`config.mk`:
```
export PLATFORM = sky130hd
export DESIGN_NAME = pixel_readout_mode
export DESIGN_NICKNAME = d
export VERILOG_FILES = /design/src/hw/readout_pkg.sv /design/src/hw/axis_counter.sv /design/src/hw/pixel_readout_mode.sv
export SDC_FILE = /design/constraint.sdc
export NUM_CORES = 1
export LEC_CHECK = 0
export BUFFER_PORTS_ARGS = -buffer_cell sky130_fd_sc_hd__buf_2
export CORE_ASPECT_RATIO = 2
export CORE_UTILIZATION = 25
export DETAILED_ROUTE_END_ITERATION = 6
export SYNTH_ARGS = -nofsm -noshare
export SYNTH_HDL_FRONTEND = slang
export SYNTH_HIERARCHICAL = 1
export SYNTH_SLANG_ARGS = --single-unit
```
`constraint.sdc`:
```
create_clock -name mclk -period 7.4 [get_ports mclk]
set_input_delay 2.22 -clock mclk [delete_from_list [all_inputs] [get_ports mclk]]
set_output_delay 2.22 -clock mclk [all_outputs]
set_load 0.02 [all_outputs]
```
`src/hw/readout_pkg.sv`:
```
// Contract
// - Border pad set adds four-pixel border, eight extra rows and columns.
// - Pad on, display off: border hidden, blanking grows eight rows and pixels.
// - Pad on, display on: frame and line strobes run eight longer.
// - Context select one uses context B fields, zero uses context A.
// - Bit 7 of active context enables column skipping.
// - Column mirror reads from start plus size down to start plus one.
// - No column mirror reads from start up to start plus size minus one.
// - Row mirror reads from start plus size down to start plus one.
// - No row mirror reads from start up to start plus size minus one.
// - Context A bit 15 enables binning and resets to one.
// - Single converter bit halves readout rate to half master clock.
// - Single converter clear uses both converters at full speed.
package readout_pkg;
	localparam logic [7:0] REG_READ_MODE_B = 8'h20;
	localparam logic [7:0] REG_READ_MODE_A = 8'h21;
	localparam logic [7:0] REG_GEOMETRY = 8'h30;
	localparam logic [7:0] REG_STATUS = 8'h31;
	localparam logic [15:0] RESET_MODE_A = 16'h8490;
	localparam logic [15:0] RESET_MODE_B = 16'h0000;
	localparam int BIT_BIN = 15;
	localparam int BIT_ONE_ADC = 10;
	localparam int BIT_SHOW_BORDER = 9;
	localparam int BIT_BORDER = 8;
	localparam int BIT_COL_SKIP = 7;
	localparam int BIT_ROW_SKIP = 4;
	localparam int BIT_MIRROR_COL = 1;
	localparam int BIT_MIRROR_ROW = 0;
	localparam logic [11:0] BORDER_PIX = 12'h004;
	localparam logic [11:0] BORDER_EXTRA = 12'h008;
	localparam logic [11:0] COL_START = 12'h000;
	localparam logic [11:0] ROW_START = 12'h000;
	localparam logic [11:0] RESET_COL_SIZE = 12'h010;
	localparam logic [11:0] RESET_ROW_SIZE = 12'h008;
	localparam logic [11:0] H_BLANK = 12'h004;
	localparam logic [11:0] V_BLANK = 12'h002;

	typedef struct packed {
		logic bin;
		logic one_adc;
		logic border;
		logic col_skip;
		logic [1:0] col_factor;
		logic row_skip;
		logic [1:0] row_factor;
		logic mirror_col;
		logic mirror_row;
	} mode_t;

	typedef struct packed {
		logic frame_valid;
		logic line_valid;
		logic border_pix;
		logic [11:0] col;
		logic [11:0] row;
	} pixel_t;
endpackage : readout_pkg

```
`src/hw/axis_counter.sv`:
```
`timescale 1ns/1ps
// One scan axis: walks window plus border and blanking, mirrored if asked
module axis_counter
	import readout_pkg::*;
(
	// Clock and reset
	input wire logic mclk,
	input wire logic rst_b,
	// Control
	input wire logic step,
	input wire logic restart,
	input wire logic [11:0] start,
	input wire logic [11:0] size,
	input wire logic [11:0] blank,
	input wire logic [1:0] factor,
	input wire logic skip,
	input wire logic mirror,
	input wire logic border,
	input wire logic show,
	// Status
	output logic active,
	output logic edge_pix,
	output logic wrap,
	output logic [11:0] addr
);
	logic [11:0] pos;
	wire [11:0] pad = border ? BORDER_EXTRA : 12'h000;
	wire [11:0] lo_pad = border ? BORDER_PIX : 12'h000;
	wire [4:0] stride = skip ? 5'(5'h02 << factor) : 5'h01;
	wire [11:0] span = size + pad;
	// Hidden border is spent as extra blanking
	wire [11:0] total = span + blank;
	wire [11:0] win = pos - lo_pad;
	wire [11:0] step_off = 12'(win * 12'(stride));
	assign wrap = step && (pos == total - 12'h001);
	assign edge_pix = border && (pos < lo_pad || pos >= lo_pad + size);
	assign active = (pos < span) && (show || !edge_pix);
	assign addr = mirror ? start + size - step_off
		: start + step_off;

	always_ff @(posedge mclk or negedge rst_b)
	begin
		if (!rst_b)
			pos <= 12'h000;
		else if (restart || wrap)
			pos <= 12'h000;
		else if (step)
			pos <= pos + 12'h001;
	end

	// Border on must stretch the scan by exactly the pad, shown or not
	a_axis_wrap: assert property (@(posedge mclk)
		disable iff (!rst_b)
		wrap |-> pos == size + blank - 12'h001
		+ (border ? BORDER_EXTRA : 12'h000))
		else $error("axis length wrong");
endmodule : axis_counter

```
`src/hw/pixel_readout_mode.sv`:
```
`timescale 1ns/1ps
module pixel_readout_mode
	import readout_pkg::*;
(
	// Clock and reset
	input wire logic mclk,
	input wire logic rst_b,
	// Register port
	input wire logic [7:0] reg_addr,
	input wire logic [15:0] reg_wdata,
	input wire logic reg_wr,
	input wire logic reg_rd,
	output logic [15:0] reg_rdata,
	// Context
	input wire logic context_select_bit,
	// Pixel port
	output logic frame_valid,
	output logic line_valid,
	output logic border_pixel,
	output logic [11:0] col_addr,
	output logic [11:0] row_addr,
	output logic adc_single,
	output logic binning
);
	logic [15:0] read_mode_ctx_a;
	logic [15:0] read_mode_ctx_b;
	logic [11:0] col_size;
	logic [11:0] row_size;
	mode_t cur;
	logic slow;
	logic frame_start_seen;

	wire wr_a = reg_wr && reg_addr == REG_READ_MODE_A;
	wire wr_b = reg_wr && reg_addr == REG_READ_MODE_B;
	wire wr_g = reg_wr && reg_addr == REG_GEOMETRY;
	wire [15:0] sel = context_select_bit ? read_mode_ctx_b
		: read_mode_ctx_a;
	wire show = sel[BIT_SHOW_BORDER];
	mode_t next_mode;
	assign next_mode.bin = sel[BIT_BIN];
	assign next_mode.one_adc = sel[BIT_ONE_ADC];
	assign next_mode.border = sel[BIT_BORDER];
	assign next_mode.col_skip = sel[BIT_COL_SKIP];
	assign next_mode.col_factor = sel[6:5];
	assign next_mode.row_skip = sel[BIT_ROW_SKIP];
	assign next_mode.row_factor = sel[3:2];
	assign next_mode.mirror_col = sel[BIT_MIRROR_COL];
	assign next_mode.mirror_row = sel[BIT_MIRROR_ROW];

	// Half rate in single-converter mode: step every other clock
	wire step = !cur.one_adc || slow;
	wire col_wrap;
	wire row_wrap;
	wire col_act;
	wire row_act;
	wire col_edge;
	wire row_edge;
	wire [11:0] c_addr;
	wire [11:0] r_addr;
	wire frame_end = row_wrap;
	pixel_t next_pix;
	assign next_pix.frame_valid = row_act;
	assign next_pix.line_valid = row_act && col_act;
	assign next_pix.border_pix = row_act && col_act && (row_edge || col_edge);
	assign next_pix.col = c_addr;
	assign next_pix.row = r_addr;

	axis_counter u_col (
		.mclk(mclk), .rst_b(rst_b), .step(step), .restart(1'b0),
		.start(COL_START), .size(col_size), .blank(H_BLANK),
		.factor(cur.col_factor), .skip(cur.col_skip),
		.mirror(cur.mirror_col), .border(cur.border), .show(show),
		.active(col_act), .edge_pix(col_edge), .wrap(col_wrap),
		.addr(c_addr)
	);
	axis_counter u_row (
		.mclk(mclk), .rst_b(rst_b), .step(col_wrap), .restart(1'b0),
		.start(ROW_START), .size(row_size), .blank(V_BLANK),
		.factor(cur.row_factor), .skip(cur.row_skip),
		.mirror(cur.mirror_row), .border(cur.border), .show(show),
		.active(row_act), .edge_pix(row_edge), .wrap(row_wrap),
		.addr(r_addr)
	);

	always_ff @(posedge mclk or negedge rst_b)
	begin
		if (!rst_b)
		begin
			read_mode_ctx_a <= RESET_MODE_A;
			read_mode_ctx_b <= RESET_MODE_B;
			col_size <= RESET_COL_SIZE;
			row_size <= RESET_ROW_SIZE;
		end
		else
		begin
			if (wr_a)
				read_mode_ctx_a <= reg_wdata;
			if (wr_b)
				read_mode_ctx_b <= reg_wdata;
			if (wr_g)
			begin
				col_size <= {4'h0, reg_wdata[7:0]};
				row_size <= {4'h0, reg_wdata[15:8]};
			end
		end
	end

	// Mode fields only move between frames; show is not latched and follows the selected context at once
	always_ff @(posedge mclk or negedge rst_b)
	begin
		if (!rst_b)
		begin
			cur <= mode_t'(11'h000);
			slow <= 1'b0;
			frame_start_seen <= 1'b0;
		end
		else
		begin
			slow <= cur.one_adc ? !slow : 1'b0;
			if (frame_end || !frame_start_seen)
			begin
				cur <= next_mode;
				frame_start_seen <= 1'b1;
			end
		end
	end

	always_ff @(posedge mclk or negedge rst_b)
	begin
		if (!rst_b)
		begin
			frame_valid <= 1'b0;
			line_valid <= 1'b0;
			border_pixel <= 1'b0;
			col_addr <= 12'h000;
			row_addr <= 12'h000;
			adc_single <= 1'b0;
			binning <= 1'b0;
			reg_rdata <= 16'h0000;
		end
		else
		begin
			frame_valid <= next_pix.frame_valid;
			line_valid <= next_pix.line_valid;
			border_pixel <= next_pix.border_pix;
			col_addr <= next_pix.col;
			row_addr <= next_pix.row;
			adc_single <= cur.one_adc;
			binning <= cur.bin;
			if (reg_rd)
			begin
				case (reg_addr)
					REG_READ_MODE_A: reg_rdata <= read_mode_ctx_a;
					REG_READ_MODE_B: reg_rdata <= read_mode_ctx_b;
					REG_GEOMETRY: reg_rdata <= {row_size[7:0], col_size[7:0]};
					REG_STATUS: reg_rdata <= {5'h00, cur};
					default: reg_rdata <= 16'h0000;
				endcase
			end
		end
	end

	a_ctx_select: assert property (@(posedge mclk)
		disable iff (!rst_b)
		(frame_end && context_select_bit) |=>
		cur.bin == $past(read_mode_ctx_b[BIT_BIN]))
		else $error("context B not used");
	a_line_in_frame: assert property (@(posedge mclk)
		disable iff (!rst_b)
		line_valid |-> frame_valid)
		else $error("line outside frame");
	// A border pixel may only leave if show was set when it was formed
	a_hidden_border: assert property (@(posedge mclk)
		disable iff (!rst_b)
		border_pixel |-> $past(show))
		else $error("hidden border shown");
	a_half_rate: assert property (@(posedge mclk)
		disable iff (!rst_b)
		(cur.one_adc && step) |=> !step || !cur.one_adc)
		else $error("single converter too fast");
	// Two converters: a plain line must advance one column every clock
	a_full_rate: assert property (@(posedge mclk)
		disable iff (!rst_b)
		(!cur.one_adc && !cur.mirror_col && !cur.col_skip
		&& line_valid && next_pix.line_valid)
		|=> col_addr == $past(col_addr) + 12'h001)
		else $error("dual converter stalled");
	a_reset_bin: assert property (@(posedge mclk)
		disable iff (!rst_b)
		$rose(rst_b) |-> read_mode_ctx_a[BIT_BIN])
		else $error("binning reset");
	a_frame_sync: assert property (@(posedge mclk)
		disable iff (!rst_b)
		(!frame_end && frame_start_seen) |=> $stable(cur))
		else $error("mode moved mid frame");
	a_mirror_col: assert property (@(posedge mclk)
		disable iff (!rst_b)
		(cur.mirror_col && !cur.col_skip && !cur.border && col_act)
		|-> c_addr > COL_START)
		else $error("mirror start");
endmodule : pixel_readout_mode

```
Word level (Yosys, flattened, before mapping) --
Cells that the tools add are included.
Word-level totals: input bits 29, output and inout bits 45, register bits after elaboration 130, logic and storage cells 93
Cells by class: reductions and logical operators 25, multiplexer cells 13, multiply operators 2, eq/ne operators 6, add/subtract/negate cells 14, shift operators 2, order comparisons 6
Operators by type and width (number):
- 12-bit 2-to-1 mux | 6
- 16-bit case mux with 4 select lines | 1
- 12-bit less-than comparator | 4
- 8-bit by 6-bit equality test with 1-bit output, second input constant | 4
- 12-bit by 1-bit adder with 12-bit output, second input constant | 2
- 12-bit by 8-bit adder with 12-bit output | 2
- 8-bit by 12-bit adder with 12-bit output | 2
- 12-bit equality test | 2
- 12-bit >= comparator | 2
- 12-bit by 5-bit multiplier with 12-bit output | 2
- 12-bit by 1-bit subtractor with 12-bit output, second input constant | 2
- 12-bit subtractor | 2
- 8-bit by 12-bit subtractor with 12-bit output | 2
- 16-bit 2-to-1 mux | 1
- 12-bit by 2-bit adder with 12-bit output, second input constant | 1
- 12-bit by 3-bit adder with 12-bit output, second input constant | 1
- 1-bit logical AND | 11
- 5-bit 2-to-1 mux | 2
- 2-bit by 2-bit left shift with 5-bit output, first input constant | 2
- 1-bit logical OR | 7
- 1-bit zero test | 5
- 4-bit 2-to-1 mux | 1
- 2-bit nonzero test | 2
- 3-bit 2-to-1 mux | 1
- 1-bit 2-to-1 mux | 1

Longest topological paths before layout --
depth in word-level cells 10, gate-level depth with buffers 26, mapped depth without buffers 26

Cells and area by module --
Netlist, hierarchy kept.
By module, submodules not included:
- axis_counter at u_col | instances 1, cells each 633, seq. area each 300.3 um^2, area each 5008.6 um^2
- axis_counter at u_row | instances 1, cells each 633, seq. area each 300.3 um^2, area each 4973.5 um^2
- pixel_readout_mode | instances 1, cells each 267, seq. area each 2660.1 um^2, area each 4130.2 um^2

Worst setup path after synthesis --
No wires, ideal clock.
kind reg-to-reg, start point register cur[2] (netlist name), end point register row_addr[11], cell stages (with the launch flop) 24, required time 7321 ps, arrival time 5741 ps, library setup time 79 ps, setup slack 1580 ps, path through dfrtp_1 > clkbuf_1 > nand3b_1 > or2_2 > fa_1 > fa_1 > fa_1 > inv_1 > ha_1 > o21ai_0 > nor2_1 > or4_1 > a31oi_1 > xnor2_1 > inv_1 > fa_1 > ha_1 > o21ai_0 > nand2b_1 > a21oi_1 > or3_1 > mux2i_1 > a311oi_1 > xor2_1
RTL lines:
- from (decl) | line pixel_readout_mode.sv:29 | mode_t cur;
- from (signal assigned) | line pixel_readout_mode.sv:113 | cur <= mode_t'(11'h000);
- from (signal assigned) | line pixel_readout_mode.sv:122 | cur <= next_mode;
- to (signal assigned) | line pixel_readout_mode.sv:147 | row_addr <= next_pix.row;
- to (decl) | line pixel_readout_mode.sv:21 | output logic [11:0] row_addr,

==> flow_metrics.py <==
metrics = {
    "synth": {
        "synthTopCellsByCount": "inv_1, ha_1, nor2_1",
        "synth_area_leaders": "dfrtp_1, ha_1, fa_1, xnor2_1, inv_1",
        "yosys.area.top_type": "dfrtp_1",
        "ys_ff_latch": 130,
        "synth_cells": 1533,
        "synthMostInstantiatedCell": "inv_1",
        "synthFlopType": "dfrtp_1",
        "yosysSeqAreaShare_pct": 23.1,
        "synth-edff-count": 0,
        "async_flop_share_pct": 100,
        "synth.distinct_cells": 76,
        "syn_area_um2": 14100,
        "ys.warnings.count": 6,
        "syn_area_per_cell_um2": 9.21,
        "synthDominantCellAreaShare_pct": 22.0,
    },
    "worst_hold_path": {
        "hold_class": "flip-flop to flip-flop",
    },
    "layout": {
        "layout-drive-gt1-share_pct": 13.2,
        "layout-area-overhead-vs-synth_pct": 14.9,
        "post-route-util_pct": 29.2,
        "antenna_cells": 0,
        "final_nets": 1971,
        "instances_no_fill": 2453,
        "finalInstanceArea_um2": 16200,
    },
    "worst_setup_path": {
        "critPathMaxFanout": 20,
        "crit_path_start_kind": "flip-flop",
        "path_class": "flip-flop to flip-flop",
        "crit_path_end_kind": "flip-flop",
        "cp.required_ps": 7770,
        "cp.arrival_ps": 6880,
    },
    "detailed_routing": {
        "wl_met1_um": 13800,
        "via_count": 11500,
        "wirelength_um": 41500,
        "wl_per_cell_um": 16.9,
        "wl_met2_um": 23900,
        "viasPerCell": 4.69,
        "dr.first_iter.drc_count": 439,
        "wl_met3_um": 1140,
        "drtPass1Iterations": 5,
        "highest_layer": "met5",
        "drc": 0,
        "postRouteAntennaNets": 0,
    },
    "pwr": {
        "p_total_mw": 2.42,
        "p_switching_mw": 0.871,
        "clockPowerShare_pct": 35.0,
        "cellPowerDensity_nw_per_um2": 149,
        "ir_worst_vdd_uv": 131,
        "combPwrFrac_pct": 31.8,
        "power_switching_share_pct": 36.0,
        "p_seq_share_pct": 33.2,
        "p_leak_nw": 7.53,
        "p_int_mw": 1.55,
    },
    "timing": {
        "max_clock_freq_mhz": 153,
        "tightest_slew_ps": 1150,
        "post-route-period-util_pct": 88.1,
        "setup_tns_ps": 0,
        "rsz0062_at_grt": "no",
        "fin_ws_ps": 883,
        "relSlewSlack_pct": 23.1,
        "finClkSkew_ps": 10.0,
        "setup_violations": 0,
        "finalHoldViolations": 0,
        "holdWs_ps": 453,
        "report.final.slew_viol_count": 0,
        "fin_crit_ps": 6520,
    },
    "global_routing": {
        "grt_max_degree": 76,
        "antenna_found_initial": 4,
        "grt_usage_pct": 14.9,
        "grt.overflow.total": 0,
        "grt_pass1_wl_um": 64600,
        "grt_pass1_vias": 12100,
    },
    "floorplan": {
        "die_y_um": 338,
        "core-area_um2": 55600,
        "initial_utilization_pct": 25.4,
        "rows": 122,
        "die_w_um": 170,
        "dieArea_um2": 57500,
        "io_pins": 74,
    },
    "place": {
        "port_buffers": 73,
        "pre_cts_slack_ps": 1010,
        "place_hpwl_um": 34300,
        "placedCellCount": 2421,
        "place_congestion": 0.870,
        "place_area_um2": 15600,
    },
    "clocking": {
        "clockBufferDepth": 2,
        "cts_root_buf": "clkbuf_16",
        "cts_hold_buf": 0,
        "ctsHtreeMaxLevel": 4,
        "cts.clk_slew.worst_paths_ps": 70,
        "cts_setup_buffers": 0,
        "cts_tree": "built",
        "post_cts.resized_instances": 0,
        "cts_buffers": 17,
        "clk_latency_ps": 450,
        "clock-sinks": 130,
    },
    "flow_run": {
        "cap_viol_max_count": 0,
    },
    "outcome": {
        "status": "complete, no violations",
    },
}
[power by group through the flow]
stage | combinational [mW] | clock, mW | sequential [mW]
6_report | 0.769 | 0.845 | 0.802
5_1_grt | 0.859 | 0.892 | 0.808
2_1_floorplan | 0.522 | 0 | 0.831
3_5_place_dp | 0.763 | 0 | 0.816
4_1_cts | 0.767 | 0.862 | 0.803
3_3_place_gp | 0.743 | 0 | 0.815
[flip-flops by register name (all words and copies together), names as in the netlist, 8 cells and up]
| name | count |
|---|---|
| read_mode_ctx_a | 16 |
| reg_rdata | 16 |
| col_addr | 12 |
| cur | 11 |
| read_mode_ctx_b | 16 |
| row_addr | 12 |
| u_row/pos | 12 |
| u_col/pos | 12 |
| row_size | 8 |
| col_size | 8 |
[final cells by class]
class,count,area [um2]
Fill cell,5876,39400
Sequential cell,130,3260
Clock inverter,14,144
Timing Repair Buffer,83,447
Inverter,195,732
Tap cell,744,931
Clock buffer,18,429
Multi-Input combinational cell,1269,10300
[routing by layer]
metal	global-route usage, %	vias to the layer above
li1	-	5432
met1	13.1	5684
met2	30.4	265
met3	1.98	121
met4	10.0	2
met5	0	-
[critical path, stage by stage (launching register included)]
cell	delay [ps]
dfrtp_1	720
nand3b_1	360
or2_2	390
fa_1	500
fa_1	520
fa_1	560
inv_1	40
ha_1	340
o21ai_0	170
nor2_1	80
or4_1	410
a31oi_1	240
xnor2_1	200
inv_1	90
fa_1	440
ha_1	360
o21ai_0	100
nand2b_1	70
a21oi_1	180
or3_1	130
mux2i_1	60
a311oi_1	300
xor2_1	180
[final timing paths]
check,startpoint,to,slack [ps],depth (start not counted)
min reg2reg,cur[10],binning,450,0
max reg2reg,cur[4],row_addr[11],880,22
min,cur[10],binning,450,0
max in group asynchronous,rst_b,read_mode_ctx_a[6],4170,2
min in group asynchronous,rst_b,u_col/pos[9],1770,1
max,cur[4],row_addr[11],880,22
[cells in the final DEF, fill, tap and decap left out, types with 7 or more instances in the layout]
| cell type | netlist | routed |
|---|---|---|
| a211oi_1 | 14 | 14 |
| a21o_1 | 24 | 24 |
| a21oi_1 | 63 | 63 |
| a22o_1 | 12 | 12 |
| buf_2 | 13 | 72 |
| buf_4 | 3 | 10 |
| clkbuf_16 | 0 | 17 |
| conb_1 | 2 | 112 |
| dfrtp_1 | 124 | 124 |
| fa_1 | 72 | 72 |
| ha_1 | 174 | 174 |
| inv_1 | 193 | 193 |
| mux2_2 | 52 | 52 |
| mux2i_1 | 23 | 23 |
| mux4_2 | 11 | 11 |
| nand2_1 | 79 | 79 |
| nand2b_1 | 16 | 16 |
| nand3_1 | 28 | 28 |
| nand4_1 | 20 | 20 |
| nor2_1 | 146 | 146 |
| nor2b_1 | 11 | 11 |
| nor3_1 | 20 | 19 |
| o211ai_1 | 8 | 8 |
| o21a_1 | 16 | 16 |
| o21ai_0 | 60 | 60 |
| o21bai_1 | 9 | 9 |
| or2_2 | 26 | 26 |
| or3_1 | 7 | 7 |
| xnor2_1 | 111 | 111 |
| xor2_1 | 53 | 53 |
[kinds of logic (layout without fill, tap and decap cells)]
logic type      Yosys count  in the layout  synth area share, %
other cells               2            112               0.0532
compound gates          255            255                 11.7
buf+inv                 244            310                 7.11
fa+ha+maj               246            246                 25.6
flops                   130            130                 23.1
xor+xnor                167            167                 10.6
simple gates            403            403                 14.2
mux                      86             86                 7.54
Power figures use the tool's default switching activity.
